## config.mk

```make
export PLATFORM = sky130hd
export DESIGN_NAME = scb_config_bank
export DESIGN_NICKNAME = d
export VERILOG_FILES = /design/src/rtl/scb_pkg.sv /design/src/rtl/scb_serial_engine.sv /design/src/rtl/scb_config_bank.sv
export SDC_FILE = /design/constraint.sdc
export NUM_CORES = 1
export LEC_CHECK = 0
export BUFFER_PORTS_ARGS = -buffer_cell sky130_fd_sc_hd__buf_2
export CORE_MARGIN = 5
export CORE_UTILIZATION = 52
export DETAILED_ROUTE_END_ITERATION = 12
export GPL_ROUTABILITY_DRIVEN = 0
export GPL_TIMING_DRIVEN = 0
export PLACE_DENSITY = 0.77
export RECOVER_POWER = 25
export SETUP_SLACK_MARGIN = 0.4
export SLEW_MARGIN = 20
export SYNTH_ARGS = -nofsm -noshare
export SYNTH_HDL_FRONTEND = slang
export SYNTH_SLANG_ARGS = --single-unit
```

## constraint.sdc

```tcl
create_clock -name mclk_i -period 3.1 [get_ports mclk_i]
set_clock_uncertainty 0.2 [all_clocks]
set_input_delay 0.31 -clock mclk_i [delete_from_list [all_inputs] [get_ports mclk_i]]
set_output_delay 0.31 -clock mclk_i [all_outputs]
set_load 0.1 [all_outputs]
```

## src/rtl/scb_pkg.sv

```systemverilog
// Constants for the serial configuration and alignment control bank.
// Assumes one 250 MHz clock; all byte addresses are 15 bits wide.
package scb_pkg;

   // ----------------------------------------------------------------
   // Serial frame layout
   // ----------------------------------------------------------------
   localparam int ADDR_W = 15;
   localparam int HDR_BITS = 16;
   localparam int BYTE_BITS = 8;
   localparam int HDR_RW_BIT = 15;
   localparam logic [4:0] HDR_LAST = 5'h0F;
   localparam logic [4:0] BYTE_LAST = 5'h07;

   // ----------------------------------------------------------------
   // Register addresses
   // ----------------------------------------------------------------
   localparam logic [14:0] A_SER_CFG = 15'h0000;
   localparam logic [14:0] A_DEV_MODE = 15'h0002;
   localparam logic [14:0] A_MAKER_LO = 15'h000C;
   localparam logic [14:0] A_MAKER_HI = 15'h000D;
   localparam logic [14:0] A_STREAM_CTL = 15'h0010;
   localparam logic [14:0] A_ALIGN_CTL = 15'h0029;
   localparam logic [14:0] A_EDGE_POS0 = 15'h002C;
   localparam logic [14:0] A_EDGE_POS1 = 15'h002D;
   localparam logic [14:0] A_EDGE_POS2 = 15'h002E;

   // ----------------------------------------------------------------
   // Reset values and fields
   // ----------------------------------------------------------------
   localparam logic [7:0] SER_CFG_RST = 8'h30;
   localparam logic [7:0] SER_CFG_STORE = 8'h6F;
   localparam logic [7:0] SER_CFG_RO_ONE = 8'h10;
   localparam int SER_RESTART_BIT = 7;
   localparam int SER_ASCEND_BIT = 5;
   localparam logic [7:0] DEV_MODE_RST = 8'h00;
   localparam logic [1:0] MODE_POWER_DOWN = 2'h3;
   localparam logic [7:0] STREAM_CTL_RST = 8'h00;
   localparam int STREAM_HOLD_BIT = 0;
   localparam logic [7:0] ALIGN_CTL_RST = 8'h80;
   localparam int ALIGN_PROC_BIT = 6;
   localparam int ALIGN_RECV_BIT = 5;
   localparam int ALIGN_FINE_BIT = 4;
   localparam logic [7:0] UNMAPPED_RD = 8'h00;

   // ----------------------------------------------------------------
   // Soft reset timing
   // ----------------------------------------------------------------
   localparam int CLK_PERIOD_PS = 4000;
   localparam int RESTART_TIME_NS = 750;
   localparam int RESTART_CYC = (RESTART_TIME_NS * 1000) / CLK_PERIOD_PS;
   localparam logic [7:0] RESTART_LAST = 8'(RESTART_CYC - 1);

   typedef enum logic {SCB_HDR, SCB_DATA} scb_phase_t;

endpackage : scb_pkg

```

## src/rtl/scb_serial_engine.sv

```systemverilog
// Four-wire serial shifter: header, write bytes, read bytes.
// Assumes sclk, cs and sdi already synchronous to mclk_i; mode 0.
`timescale 1ns/10ps
module scb_serial_engine
   import scb_pkg::*;
(
   input wire logic mclk_i,
   input wire logic rst_i,
   input wire logic sclk_i,
   input wire logic cs_n_i,
   input wire logic sdi_i,
   input wire logic [7:0] rd_byte_i,
   output logic sdo_o,
   output logic hdr_done_o,
   output logic byte_done_o,
   output logic [15:0] shift_in_o
);

   logic sclk_q_r, sclk_q_nxt;
   scb_phase_t phase_r, phase_nxt;
   logic [4:0] cnt_r, cnt_nxt;
   logic [15:0] sh_in_r, sh_in_nxt;
   logic [7:0] sh_out_r, sh_out_nxt;
   logic load_r, load_nxt;
   logic sdo_r, sdo_nxt;
   logic hdr_r, hdr_nxt;
   logic byte_r, byte_nxt;
   logic rise, fall;

   assign rise = sclk_i & ~sclk_q_r & ~cs_n_i;
   assign fall = ~sclk_i & sclk_q_r & ~cs_n_i;

   // ----------------------------------------------------------------
   // Next state
   // ----------------------------------------------------------------
   always_comb begin
      sclk_q_nxt = sclk_i;
      phase_nxt = phase_r;
      cnt_nxt = cnt_r;
      sh_in_nxt = sh_in_r;
      sh_out_nxt = sh_out_r;
      load_nxt = load_r;
      sdo_nxt = sdo_r;
      hdr_nxt = 1'b0;
      byte_nxt = 1'b0;
      if (cs_n_i) begin
         phase_nxt = SCB_HDR;
         cnt_nxt = 5'h00;
         load_nxt = 1'b0;
         sdo_nxt = 1'b0;
      end else if (rise) begin
         sh_in_nxt = {sh_in_r[14:0], sdi_i};
         cnt_nxt = 5'(cnt_r + 5'h01);
         case (phase_r)
            SCB_HDR: begin
               if (cnt_r == HDR_LAST) begin
                  hdr_nxt = 1'b1;
                  phase_nxt = SCB_DATA;
                  cnt_nxt = 5'h00;
                  load_nxt = 1'b1;
               end
            end
            SCB_DATA: begin
               if (cnt_r == BYTE_LAST) begin
                  byte_nxt = 1'b1;
                  cnt_nxt = 5'h00;
                  load_nxt = 1'b1;
               end
            end
            default: phase_nxt = SCB_HDR;
         endcase
      end else if (fall) begin
         // Read data only ever leaves on the dedicated output line
         if (load_r) begin
            sh_out_nxt = rd_byte_i;
            sdo_nxt = rd_byte_i[7];
            load_nxt = 1'b0;
         end else begin
            sh_out_nxt = {sh_out_r[6:0], 1'b0};
            sdo_nxt = sh_out_r[6];
         end
      end
   end

   always_ff @(posedge mclk_i) begin
      if (rst_i) begin
         sclk_q_r <= 1'b0;
         phase_r <= SCB_HDR;
         cnt_r <= 5'h00;
         sh_in_r <= 16'h0000;
         sh_out_r <= 8'h00;
         load_r <= 1'b0;
         sdo_r <= 1'b0;
         hdr_r <= 1'b0;
         byte_r <= 1'b0;
      end else begin
         sclk_q_r <= sclk_q_nxt;
         phase_r <= phase_nxt;
         cnt_r <= cnt_nxt;
         sh_in_r <= sh_in_nxt;
         sh_out_r <= sh_out_nxt;
         load_r <= load_nxt;
         sdo_r <= sdo_nxt;
         hdr_r <= hdr_nxt;
         byte_r <= byte_nxt;
      end
   end

   assign sdo_o = sdo_r;
   assign hdr_done_o = hdr_r;
   assign byte_done_o = byte_r;
   assign shift_in_o = sh_in_r;

endmodule : scb_serial_engine

```

## src/rtl/scb_config_bank.sv

```systemverilog
// Serial configuration bank: interface setup, operating mode, identity,
// streaming address control and alignment input control.
// Assumes host pins are synchronous to mclk_i, each sclk phase >= 3 cycles.
//
// How it works
// - Writing one to restart bit resets all logic and every register.
// - Restart bit is never stored, so it always reads back zero.
// - Restart completes within 750ns; host stays silent meanwhile.
// - Streaming address steps up when ascend bit is 1, else down.
// - Readback flag reads 1; data returns only on the serial output.
// - Mode field: 0 normal, 3 full power-down, resets to 0.
// - Fixed 16-bit maker identity readable at address 0xC.
// - Freeze bit holds the address fixed throughout streaming.
// - Alignment receiver active only while its enable bit is 1.
// - Alignment events acted on only while processor enable is 1.
// - Fine-step bit selects smaller window delay steps.
// - Four-bit delay select chooses the sampling tap, resets to 0.
// - Read-only 24-bit edge-position status is reported.
`timescale 1ns/10ps
module scb_config_bank
   import scb_pkg::*;
#(
   // Arbitrary identity value
   parameter logic [15:0] MAKER_ID = 16'h5A3C
)
(
   input wire logic mclk_i,
   input wire logic reset_i,
   input wire logic sclk_i,
   input wire logic cs_n_i,
   input wire logic sdi_i,
   input wire logic sysref_event_i,
   input wire logic [23:0] align_edge_position_i,
   output logic sdo_o,
   output logic chip_reset_o,
   output logic [1:0] op_mode_o,
   output logic power_down_o,
   output logic align_receiver_enable_o,
   output logic align_processor_enable_o,
   output logic align_window_fine_step_o,
   output logic [3:0] align_delay_select_o,
   output logic align_event_o
);

   logic [14:0] addr_r, addr_nxt;
   logic rw_r, rw_nxt;
   logic [7:0] ser_cfg_r, ser_cfg_nxt;
   logic [7:0] dev_mode_r, dev_mode_nxt;
   logic [7:0] stream_ctl_r, stream_ctl_nxt;
   logic [7:0] align_ctl_r, align_ctl_nxt;
   logic pd_r, pd_nxt;
   logic evt_r, evt_nxt;
   logic restart_r, restart_nxt;
   logic [7:0] rcnt_r, rcnt_nxt;
   logic [7:0] rd_byte;
   logic [7:0] wr_byte;
   logic wr_en;
   logic restart_req;
   logic eng_rst;
   logic hdr_done, byte_done;
   logic [15:0] shift_in;

   // ----------------------------------------------------------------
   // Serial engine
   // ----------------------------------------------------------------
   // Restart holds engine, address and registers as a pin reset would
   assign eng_rst = reset_i | restart_r;

   scb_serial_engine u_engine (
      .mclk_i(mclk_i),
      .rst_i(eng_rst),
      .sclk_i(sclk_i),
      .cs_n_i(cs_n_i),
      .sdi_i(sdi_i),
      .rd_byte_i(rd_byte),
      .sdo_o(sdo_o),
      .hdr_done_o(hdr_done),
      .byte_done_o(byte_done),
      .shift_in_o(shift_in)
   );

   // ----------------------------------------------------------------
   // Read mux
   // ----------------------------------------------------------------
   always_comb begin
      case (addr_r)
         // Restart bit never stored; readback flag forced to one
         A_SER_CFG: rd_byte = (ser_cfg_r & SER_CFG_STORE) | SER_CFG_RO_ONE;
         A_DEV_MODE: rd_byte = dev_mode_r;
         A_MAKER_LO: rd_byte = MAKER_ID[7:0];
         A_MAKER_HI: rd_byte = MAKER_ID[15:8];
         A_STREAM_CTL: rd_byte = stream_ctl_r;
         A_ALIGN_CTL: rd_byte = align_ctl_r;
         // Status is read live; a streamed read may mix two samples
         A_EDGE_POS0: rd_byte = align_edge_position_i[7:0];
         A_EDGE_POS1: rd_byte = align_edge_position_i[15:8];
         A_EDGE_POS2: rd_byte = align_edge_position_i[23:16];
         default: rd_byte = UNMAPPED_RD;
      endcase
   end

   assign wr_byte = shift_in[7:0];
   assign wr_en = byte_done & ~rw_r;
   assign restart_req = wr_en & (addr_r == A_SER_CFG)
      & wr_byte[SER_RESTART_BIT];

   // ----------------------------------------------------------------
   // Address tracking
   // ----------------------------------------------------------------
   always_comb begin
      addr_nxt = addr_r;
      rw_nxt = rw_r;
      if (hdr_done) begin
         addr_nxt = shift_in[14:0];
         rw_nxt = shift_in[HDR_RW_BIT];
      // Address moves after every byte, read or write; freeze wins
      end else if (byte_done && !stream_ctl_r[STREAM_HOLD_BIT]) begin
         if (ser_cfg_r[SER_ASCEND_BIT])
            addr_nxt = 15'(addr_r + 15'h0001);
         else
            addr_nxt = 15'(addr_r - 15'h0001);
      end
   end

   always_ff @(posedge mclk_i) begin
      if (eng_rst) begin
         addr_r <= 15'h0000;
         rw_r <= 1'b0;
      end else begin
         addr_r <= addr_nxt;
         rw_r <= rw_nxt;
      end
   end

   // ----------------------------------------------------------------
   // Configuration registers
   // ----------------------------------------------------------------
   always_comb begin
      ser_cfg_nxt = ser_cfg_r;
      dev_mode_nxt = dev_mode_r;
      stream_ctl_nxt = stream_ctl_r;
      align_ctl_nxt = align_ctl_r;
      if (wr_en) begin
         // Reserved bits are kept as written
         case (addr_r)
            A_SER_CFG: ser_cfg_nxt = wr_byte & SER_CFG_STORE;
            A_DEV_MODE: dev_mode_nxt = wr_byte;
            A_STREAM_CTL: stream_ctl_nxt = wr_byte;
            A_ALIGN_CTL: align_ctl_nxt = wr_byte;
            default: ser_cfg_nxt = ser_cfg_r;
         endcase
      end
      // Taken from the next mode so the flag never lags the field
      pd_nxt = (dev_mode_nxt[1:0] == MODE_POWER_DOWN);
      // Events pass only with both receiver and processor on
      evt_nxt = sysref_event_i & align_ctl_r[ALIGN_RECV_BIT]
         & align_ctl_r[ALIGN_PROC_BIT];
   end

   always_ff @(posedge mclk_i) begin
      if (eng_rst) begin
         ser_cfg_r <= SER_CFG_RST & SER_CFG_STORE;
         dev_mode_r <= DEV_MODE_RST;
         stream_ctl_r <= STREAM_CTL_RST;
         align_ctl_r <= ALIGN_CTL_RST;
         pd_r <= 1'b0;
         evt_r <= 1'b0;
      end else begin
         ser_cfg_r <= ser_cfg_nxt;
         dev_mode_r <= dev_mode_nxt;
         stream_ctl_r <= stream_ctl_nxt;
         align_ctl_r <= align_ctl_nxt;
         pd_r <= pd_nxt;
         evt_r <= evt_nxt;
      end
   end

   // ----------------------------------------------------------------
   // Soft restart timer
   // ----------------------------------------------------------------
   always_comb begin
      restart_nxt = restart_r;
      rcnt_nxt = rcnt_r;
      // Fixed settle time; the host must stay silent until it ends
      if (restart_req) begin
         restart_nxt = 1'b1;
         rcnt_nxt = RESTART_LAST;
      end else if (restart_r) begin
         if (rcnt_r == 8'h00)
            restart_nxt = 1'b0;
         else
            rcnt_nxt = 8'(rcnt_r - 8'h01);
      end
   end

   always_ff @(posedge mclk_i) begin
      if (reset_i) begin
         restart_r <= 1'b0;
         rcnt_r <= 8'h00;
      end else begin
         restart_r <= restart_nxt;
         rcnt_r <= rcnt_nxt;
      end
   end

   // ----------------------------------------------------------------
   // Outputs
   // ----------------------------------------------------------------
   // All outputs are plain register bits, no logic on the way out
   assign chip_reset_o = restart_r;
   assign op_mode_o = dev_mode_r[1:0];
   assign power_down_o = pd_r;
   assign align_receiver_enable_o = align_ctl_r[ALIGN_RECV_BIT];
   assign align_processor_enable_o = align_ctl_r[ALIGN_PROC_BIT];
   assign align_window_fine_step_o = align_ctl_r[ALIGN_FINE_BIT];
   assign align_delay_select_o = align_ctl_r[3:0];
   assign align_event_o = evt_r;

endmodule : scb_config_bank

```

### Word level (Yosys, flattened, before mapping)

Index checks and enable logic that the tools add are counted.

| word-level totals | value |
|---|---|
| flip-flop bits (word level) | 91 |
| input port bits | 30 |
| word-level logic and storage cells | 102 |

| cells by class | value |
|---|---|
| add/subtract/negate cells | 4 |
| equality and inequality tests | 14 |
| muxes and demuxes | 25 |
| bitwise logic cells | 17 |
| reduce and logical (&&, ||, !) cells | 21 |

Operators with widths:

| kind | number |
|---|---|
| 8-bit one-hot mux with 9 select lines | 1 |
| 15-bit by 6-bit equality test with 1-bit output (second input constant) | 4 |
| 15-bit two-way mux | 3 |
| 15-bit by 4-bit equality test with 1-bit output (second input constant) | 2 |
| 8-bit two-way mux | 3 |
| 2-bit AND reduction | 8 |
| 15-bit by 1-bit adder with 15-bit output (second input constant) | 1 |
| 15-bit by 2-bit equality test with 1-bit output (second input constant) | 1 |
| 15-bit by 5-bit equality test with 1-bit output (second input constant) | 1 |
| 15-bit zero test | 1 |
| 15-bit by 1-bit subtractor with 15-bit output (second input constant) | 1 |
| 1-bit two-way mux | 11 |
| 5-bit two-way mux | 2 |
| 5-bit one-hot mux with 2 select lines | 1 |
| 1-bit AND | 9 |
| 8-bit zero test | 1 |
| 4-bit OR reduction | 2 |
| 8-bit by 1-bit subtractor with 8-bit output (second input constant) | 1 |
| 7-bit two-way mux | 1 |
| 1-bit inverter | 7 |
| 3-bit != test (second input constant) | 2 |
| 3-bit AND reduction | 2 |
| 2-bit nonzero test | 3 |
| 5-bit by 1-bit adder with 5-bit output (second input constant) | 1 |
| 10 further kinds | 12 |

### Longest topological paths before layout

| depth | value |
|---|---|
| word-level depth | 6 |
| gate-level depth with buffers | 10 |
| mapped depth without buffers | 9 |

### Modules after synthesis

A second synthesis with hierarchy kept.

| second synthesis, totals | value |
|---|---|
| cell total of the unflattened synthesis | 573 |
| area total of the unflattened synthesis | 4804.6 sq um |

By module, submodules not included:

| module | instances | cells each | area each (sq um) | sequential area each (sq um) |
|---|---|---|---|---|
| scb_config_bank | 1 | 411 | 3422.0 | 1141.1 |
| scb_serial_engine | 1 | 162 | 1382.6 | 680.7 |

### Worst setup path before layout

No wires, ideal clock.

| timing | value |
|---|---|
| path type | reg-to-reg |
| start point | register ser_cfg_r[5] |
| end point | register addr_r[12] |
| data arrival time | 2419 ps |
| required time | 2771 ps |
| setup slack | 353 ps |
| cell stages (with the launch flop) | 10 |
| buffers on the path | 0 |
| clock period less this slack | 2747 ps |
| cells stage by stage | dfxtp_1 > inv_1 > ha_1 > nor2b_1 > o31a_1 > or3_1 > a211oi_1 > mux2i_1 > a2111oi_0 > nor2_1 |

| on the way | value |
|---|---|
| longest elaborated chain between the ends | 3 |

RTL lines:

| item | RTL line | RTL |
|---|---|---|
| from (decl) | scb_config_bank.sv:47 | `logic [7:0] ser_cfg_r, ser_cfg_nxt;` |
| from (signal assigned) | scb_config_bank.sv:162 | `ser_cfg_r <= SER_CFG_RST & SER_CFG_STORE;` |
| from (signal assigned) | scb_config_bank.sv:169 | `ser_cfg_r <= ser_cfg_nxt;` |
| 15-bit two-way mux | scb_config_bank.sv:118 | `if (ser_cfg_r[SER_ASCEND_BIT])` |
| 15-bit two-way mux | scb_config_bank.sv:117 | `end else if (byte_done && !stream_ctl_r[STREAM_HOLD_BIT]) begin` |
| 15-bit two-way mux | scb_config_bank.sv:113 | `if (hdr_done) begin` |
| to (signal assigned) | scb_config_bank.sv:130 | `addr_r <= addr_nxt;` |
| to (decl) | scb_config_bank.sv:45 | `logic [14:0] addr_r, addr_nxt;` |

No other way between the ends. The select of a mux whose other input is x is not followed.
A chain may end at the register's enable or synchronous reset.

### Worst setup path after layout

| timing | value |
|---|---|
| start point | register ser_cfg_r[5] |
| end point | register addr_r[14] |

Same word-level chain as after synthesis.

==> impl_metrics.csv <==
group,metric,value,unit
outcome,status,"finished clean",
setup_path,cp-start-kind,"register",
global_routing,grt.overflow.total,0,
clocking,htree_levels,3,
timing,setup_tns,0,ns
min_path,min_to,"u_engine.sh_out_r[6]",
floorplanning,dieArea,11450,um^2
global_routing,grt_util_all_layers,24.37,%
timing,rsz0062_at_grt,"true",
clocking,cts_max_path_buffers,2,
setup_path,cp_max_fo,14,
timing,slew_headroom,21.44,%
setup_path,cp.required,3.14,ns
placement,hpwlAfterDp,9.986,mm
setup_path,timing.rr.start,"ser_cfg_r[5]",
clocking,clkTransAtPathRegs,0.10,ns
floorplanning,rows,35,
synth,ys.flop_type,"dfxtp_1",
route,drc,0,
power,power_density,355.8,nW/um^2
timing,hold_viol,0,
synth,synth_cell_types,62,
setup_path,crit_type,"register to register",
placement,place_inst,756,
synth,avgSynthCellArea,8.113,um^2
synth,ys_seq_area_share,37.24,%
finish,area_growth,17.21,%
route,drtIter0Drc,382,
synth,synth-edff-count,0,
route,drt_wl_total,13.90,mm
floorplanning,ios,43,
setup_path,r2r_slack,0.41,ns
timing,min_period,2.692,ns
power,total_power,2.040,mW
global_routing,antenna_found_initial,0,
synth,ys_ff_latch,91,
timing,finalWorstSetupSlack,0.4078,ns
route,dr.pass1.iters,5,
clocking,cts.sinks,91,
route,detail-route-antenna-nets,0,
flow_run,drv_cap,0,
clocking,cts_root_buf,"clkbuf_8",
clocking,clkLatencyLatePin,0.36,ns
power,peakVddDrop,255.4,uV
floorplanning,die_h,107.0,um
setup_path,reg2reg_depth,10,
finish,fill_cells,777,
timing,max_freq,371.4,MHz
min_path,holdPathStages,3,
global_routing,grt_pass1_wl,22.40,mm
timing,fin_crit_sh,86.85,%
power,leakage,2.211,nW
setup_path,r2r-end,"addr_r[14]",
synth,ys_async_sr_fraction,0,%
min_path,hp-class,"input pin to register",
route,viasPerCell,6.123,
timing,drv_slew,0,
global_routing,grt_pass1_vias,4509,
placement,dp_slack,-0.06047,ns
finish,fin_util,62.35,%
finish,final_cells,783,
route,vias,4794,
clocking,cts_tree,"built",
placement,port_buffers,42,
global_routing,grt_max_degree,19,
floorplanning,start_util,53.20,%
clocking,cts_buffers,9,
setup_path,crit_arrival,2.73,ns
timing,setup_violations,0,
synth,syn_nets,652,
finish,layout-drive-gt1-share,15.48,%
floorplanning,die_x,107.0,um
min_path,hold_start,"align_edge_position_i[22]",
synth,syn-instance-count,603,
route,wl_per_cell,17.75,um
synth,yosys_warnings,0,
finish,final_nets,716,
floorplanning,core,9196,um^2
synth,syn_area,4892,um^2
timing,timing.hold.ws,0.1667,ns
finish,design_area,5734,um^2
placement,place_area,5249,um^2
timing,tightestPinTransition,1.183,ns
setup_path,critPathCaptureType,"register",
finish,antenna_cells,0,
==> flip-flops by register name, summed over array words and instances (netlist names), 6 cells and up <==
signal,count
u_engine.shift_in_o,16
addr_r,15
align_ctl_r,8
dev_mode_r,8
rcnt_r,8
stream_ctl_r,8
u_engine.sh_out_r,7
ser_cfg_r,6
==> cell usage in the layout (no fill, tap or decap), drive strengths merged, types with 3 or more instances in the layout <==
cell type and instances:
o21ai 43, a211oi 6, xnor2 12, a211o 3, inv 16, nand3 18
dlygate4sd3 4, a21oi 73, xor2 5, clkinv 4, mux2i 34, and3 3
clkbuf 48, nor3 22, buf 48, ha 18, nor4 8, and2 4
and4 4, o21bai 3, dfxtp 91, nor2 52, or4 4, or3 8
nand2b 4, a221oi 10, o21a 4, nand2 74, nor2b 9
==> what timing repair did <==
action	CTS	global route
pin swaps	4	4
buffers inserted	5	2
endpoints found under the setup margin	44	53
resized for setup	26	31
hold endpoints to repair	4	0
hold buffers	4	0
==> cell families (layout without fill, tap and decap cells) <==
kind of cell	Yosys count	count (layout)	synth area share, %
buf+inv	51	120	4.552
compound gates	171	171	21.15
fa+ha+maj	19	19	5.013
mux	34	34	6.957
flops	91	91	37.24
simple gates	220	220	22.05
xor+xnor	17	17	3.043
==> metal layers <==
layer | share of wire (%) | up-vias | global-route usage (%)
li1 | - | 2306 | -
met1 | 43 | 2257 | 32.71
met2 | 47 | 205 | 39.52
met3 | 8.3 | 26 | 5.238
met4 | 1.9 | 0 | 7.032
met5 | 0 | - | 0
==> where the power goes <==
| part | leakage [nW] | switching [mW] | total [mW] | internal (mW) |
|---|---|---|---|---|
| clock | 0.100 | 0.458 | 0.772 | 0.314 |
| sequential | 0.737 | 0.00386 | 1.18 | 1.17 |
| combinational | 1.37 | 0.0585 | 0.0913 | 0.0328 |
| total | 2.21 | 0.521 | 2.04 | 1.52 |
==> cell type report <==
cell class / count / area, um^2 / area share, %
tap: 111 / 138.9 / 2.422
clock inverter: 7 / 70.07 / 1.222
clock buffer: 9 / 123.9 / 2.160
sequential: 91 / 1831 / 31.92
buffer: 38 / 195.2 / 3.404
timing repair buffer: 53 / 297.8 / 5.193
inverter: 13 / 61.31 / 1.069
multi-input combinational: 461 / 3017 / 52.61
==> worst max-delay path, stage by stage, from the launching register on <==
cell	delay, ns
dfxtp_1	0.46
inv_8	0.10
ha_4	0.23
nor2b_2	0.17
o31a_1	0.29
buf_4	0.16
o31a_1	0.26
or3_1	0.39
nand3_2	0.10
xnor2_1	0.12
a21oi_1	0.09
==> how the worst max path moves through the flow <==
stage                      start                   end  slack [ns]  cells after the start
finish              ser_cfg_r[5]            addr_r[14]        0.41                     10
global route        ser_cfg_r[5]            addr_r[14]        0.31                     10
CTS                   addr_r[12]  u_engine.sh_out_r[0]        0.31                      8
detailed placement    addr_r[11]  u_engine.sh_out_r[0]       -0.06                      6
global placement      addr_r[11]  u_engine.sh_out_r[0]      -0.006                      6
floorplan           ser_cfg_r[5]            addr_r[12]        0.44                      9
==> cells in the mapped netlist, drive strengths merged, types with 5 or more instances <==
cell type / number / area, um^2
a21oi: 73 / 365.4
dfxtp: 91 / 1822
o21ai: 43 / 215.2
clkbuf: 25 / 95.09
or3: 8 / 50.05
nand2: 74 / 280.3
nand3: 18 / 90.09
inv: 13 / 48.80
nor3: 22 / 121.4
xor2: 5 / 43.79
mux2i: 34 / 340.3
a221oi: 10 / 87.58
buf: 13 / 78.82
a211oi: 6 / 45.04
ha: 18 / 225.2
nor2b: 9 / 56.30
nor4: 8 / 65.06
nor2: 52 / 197.7
xnor2: 12 / 105.1
No activity file was read; power rests on OpenSTA's default activity.
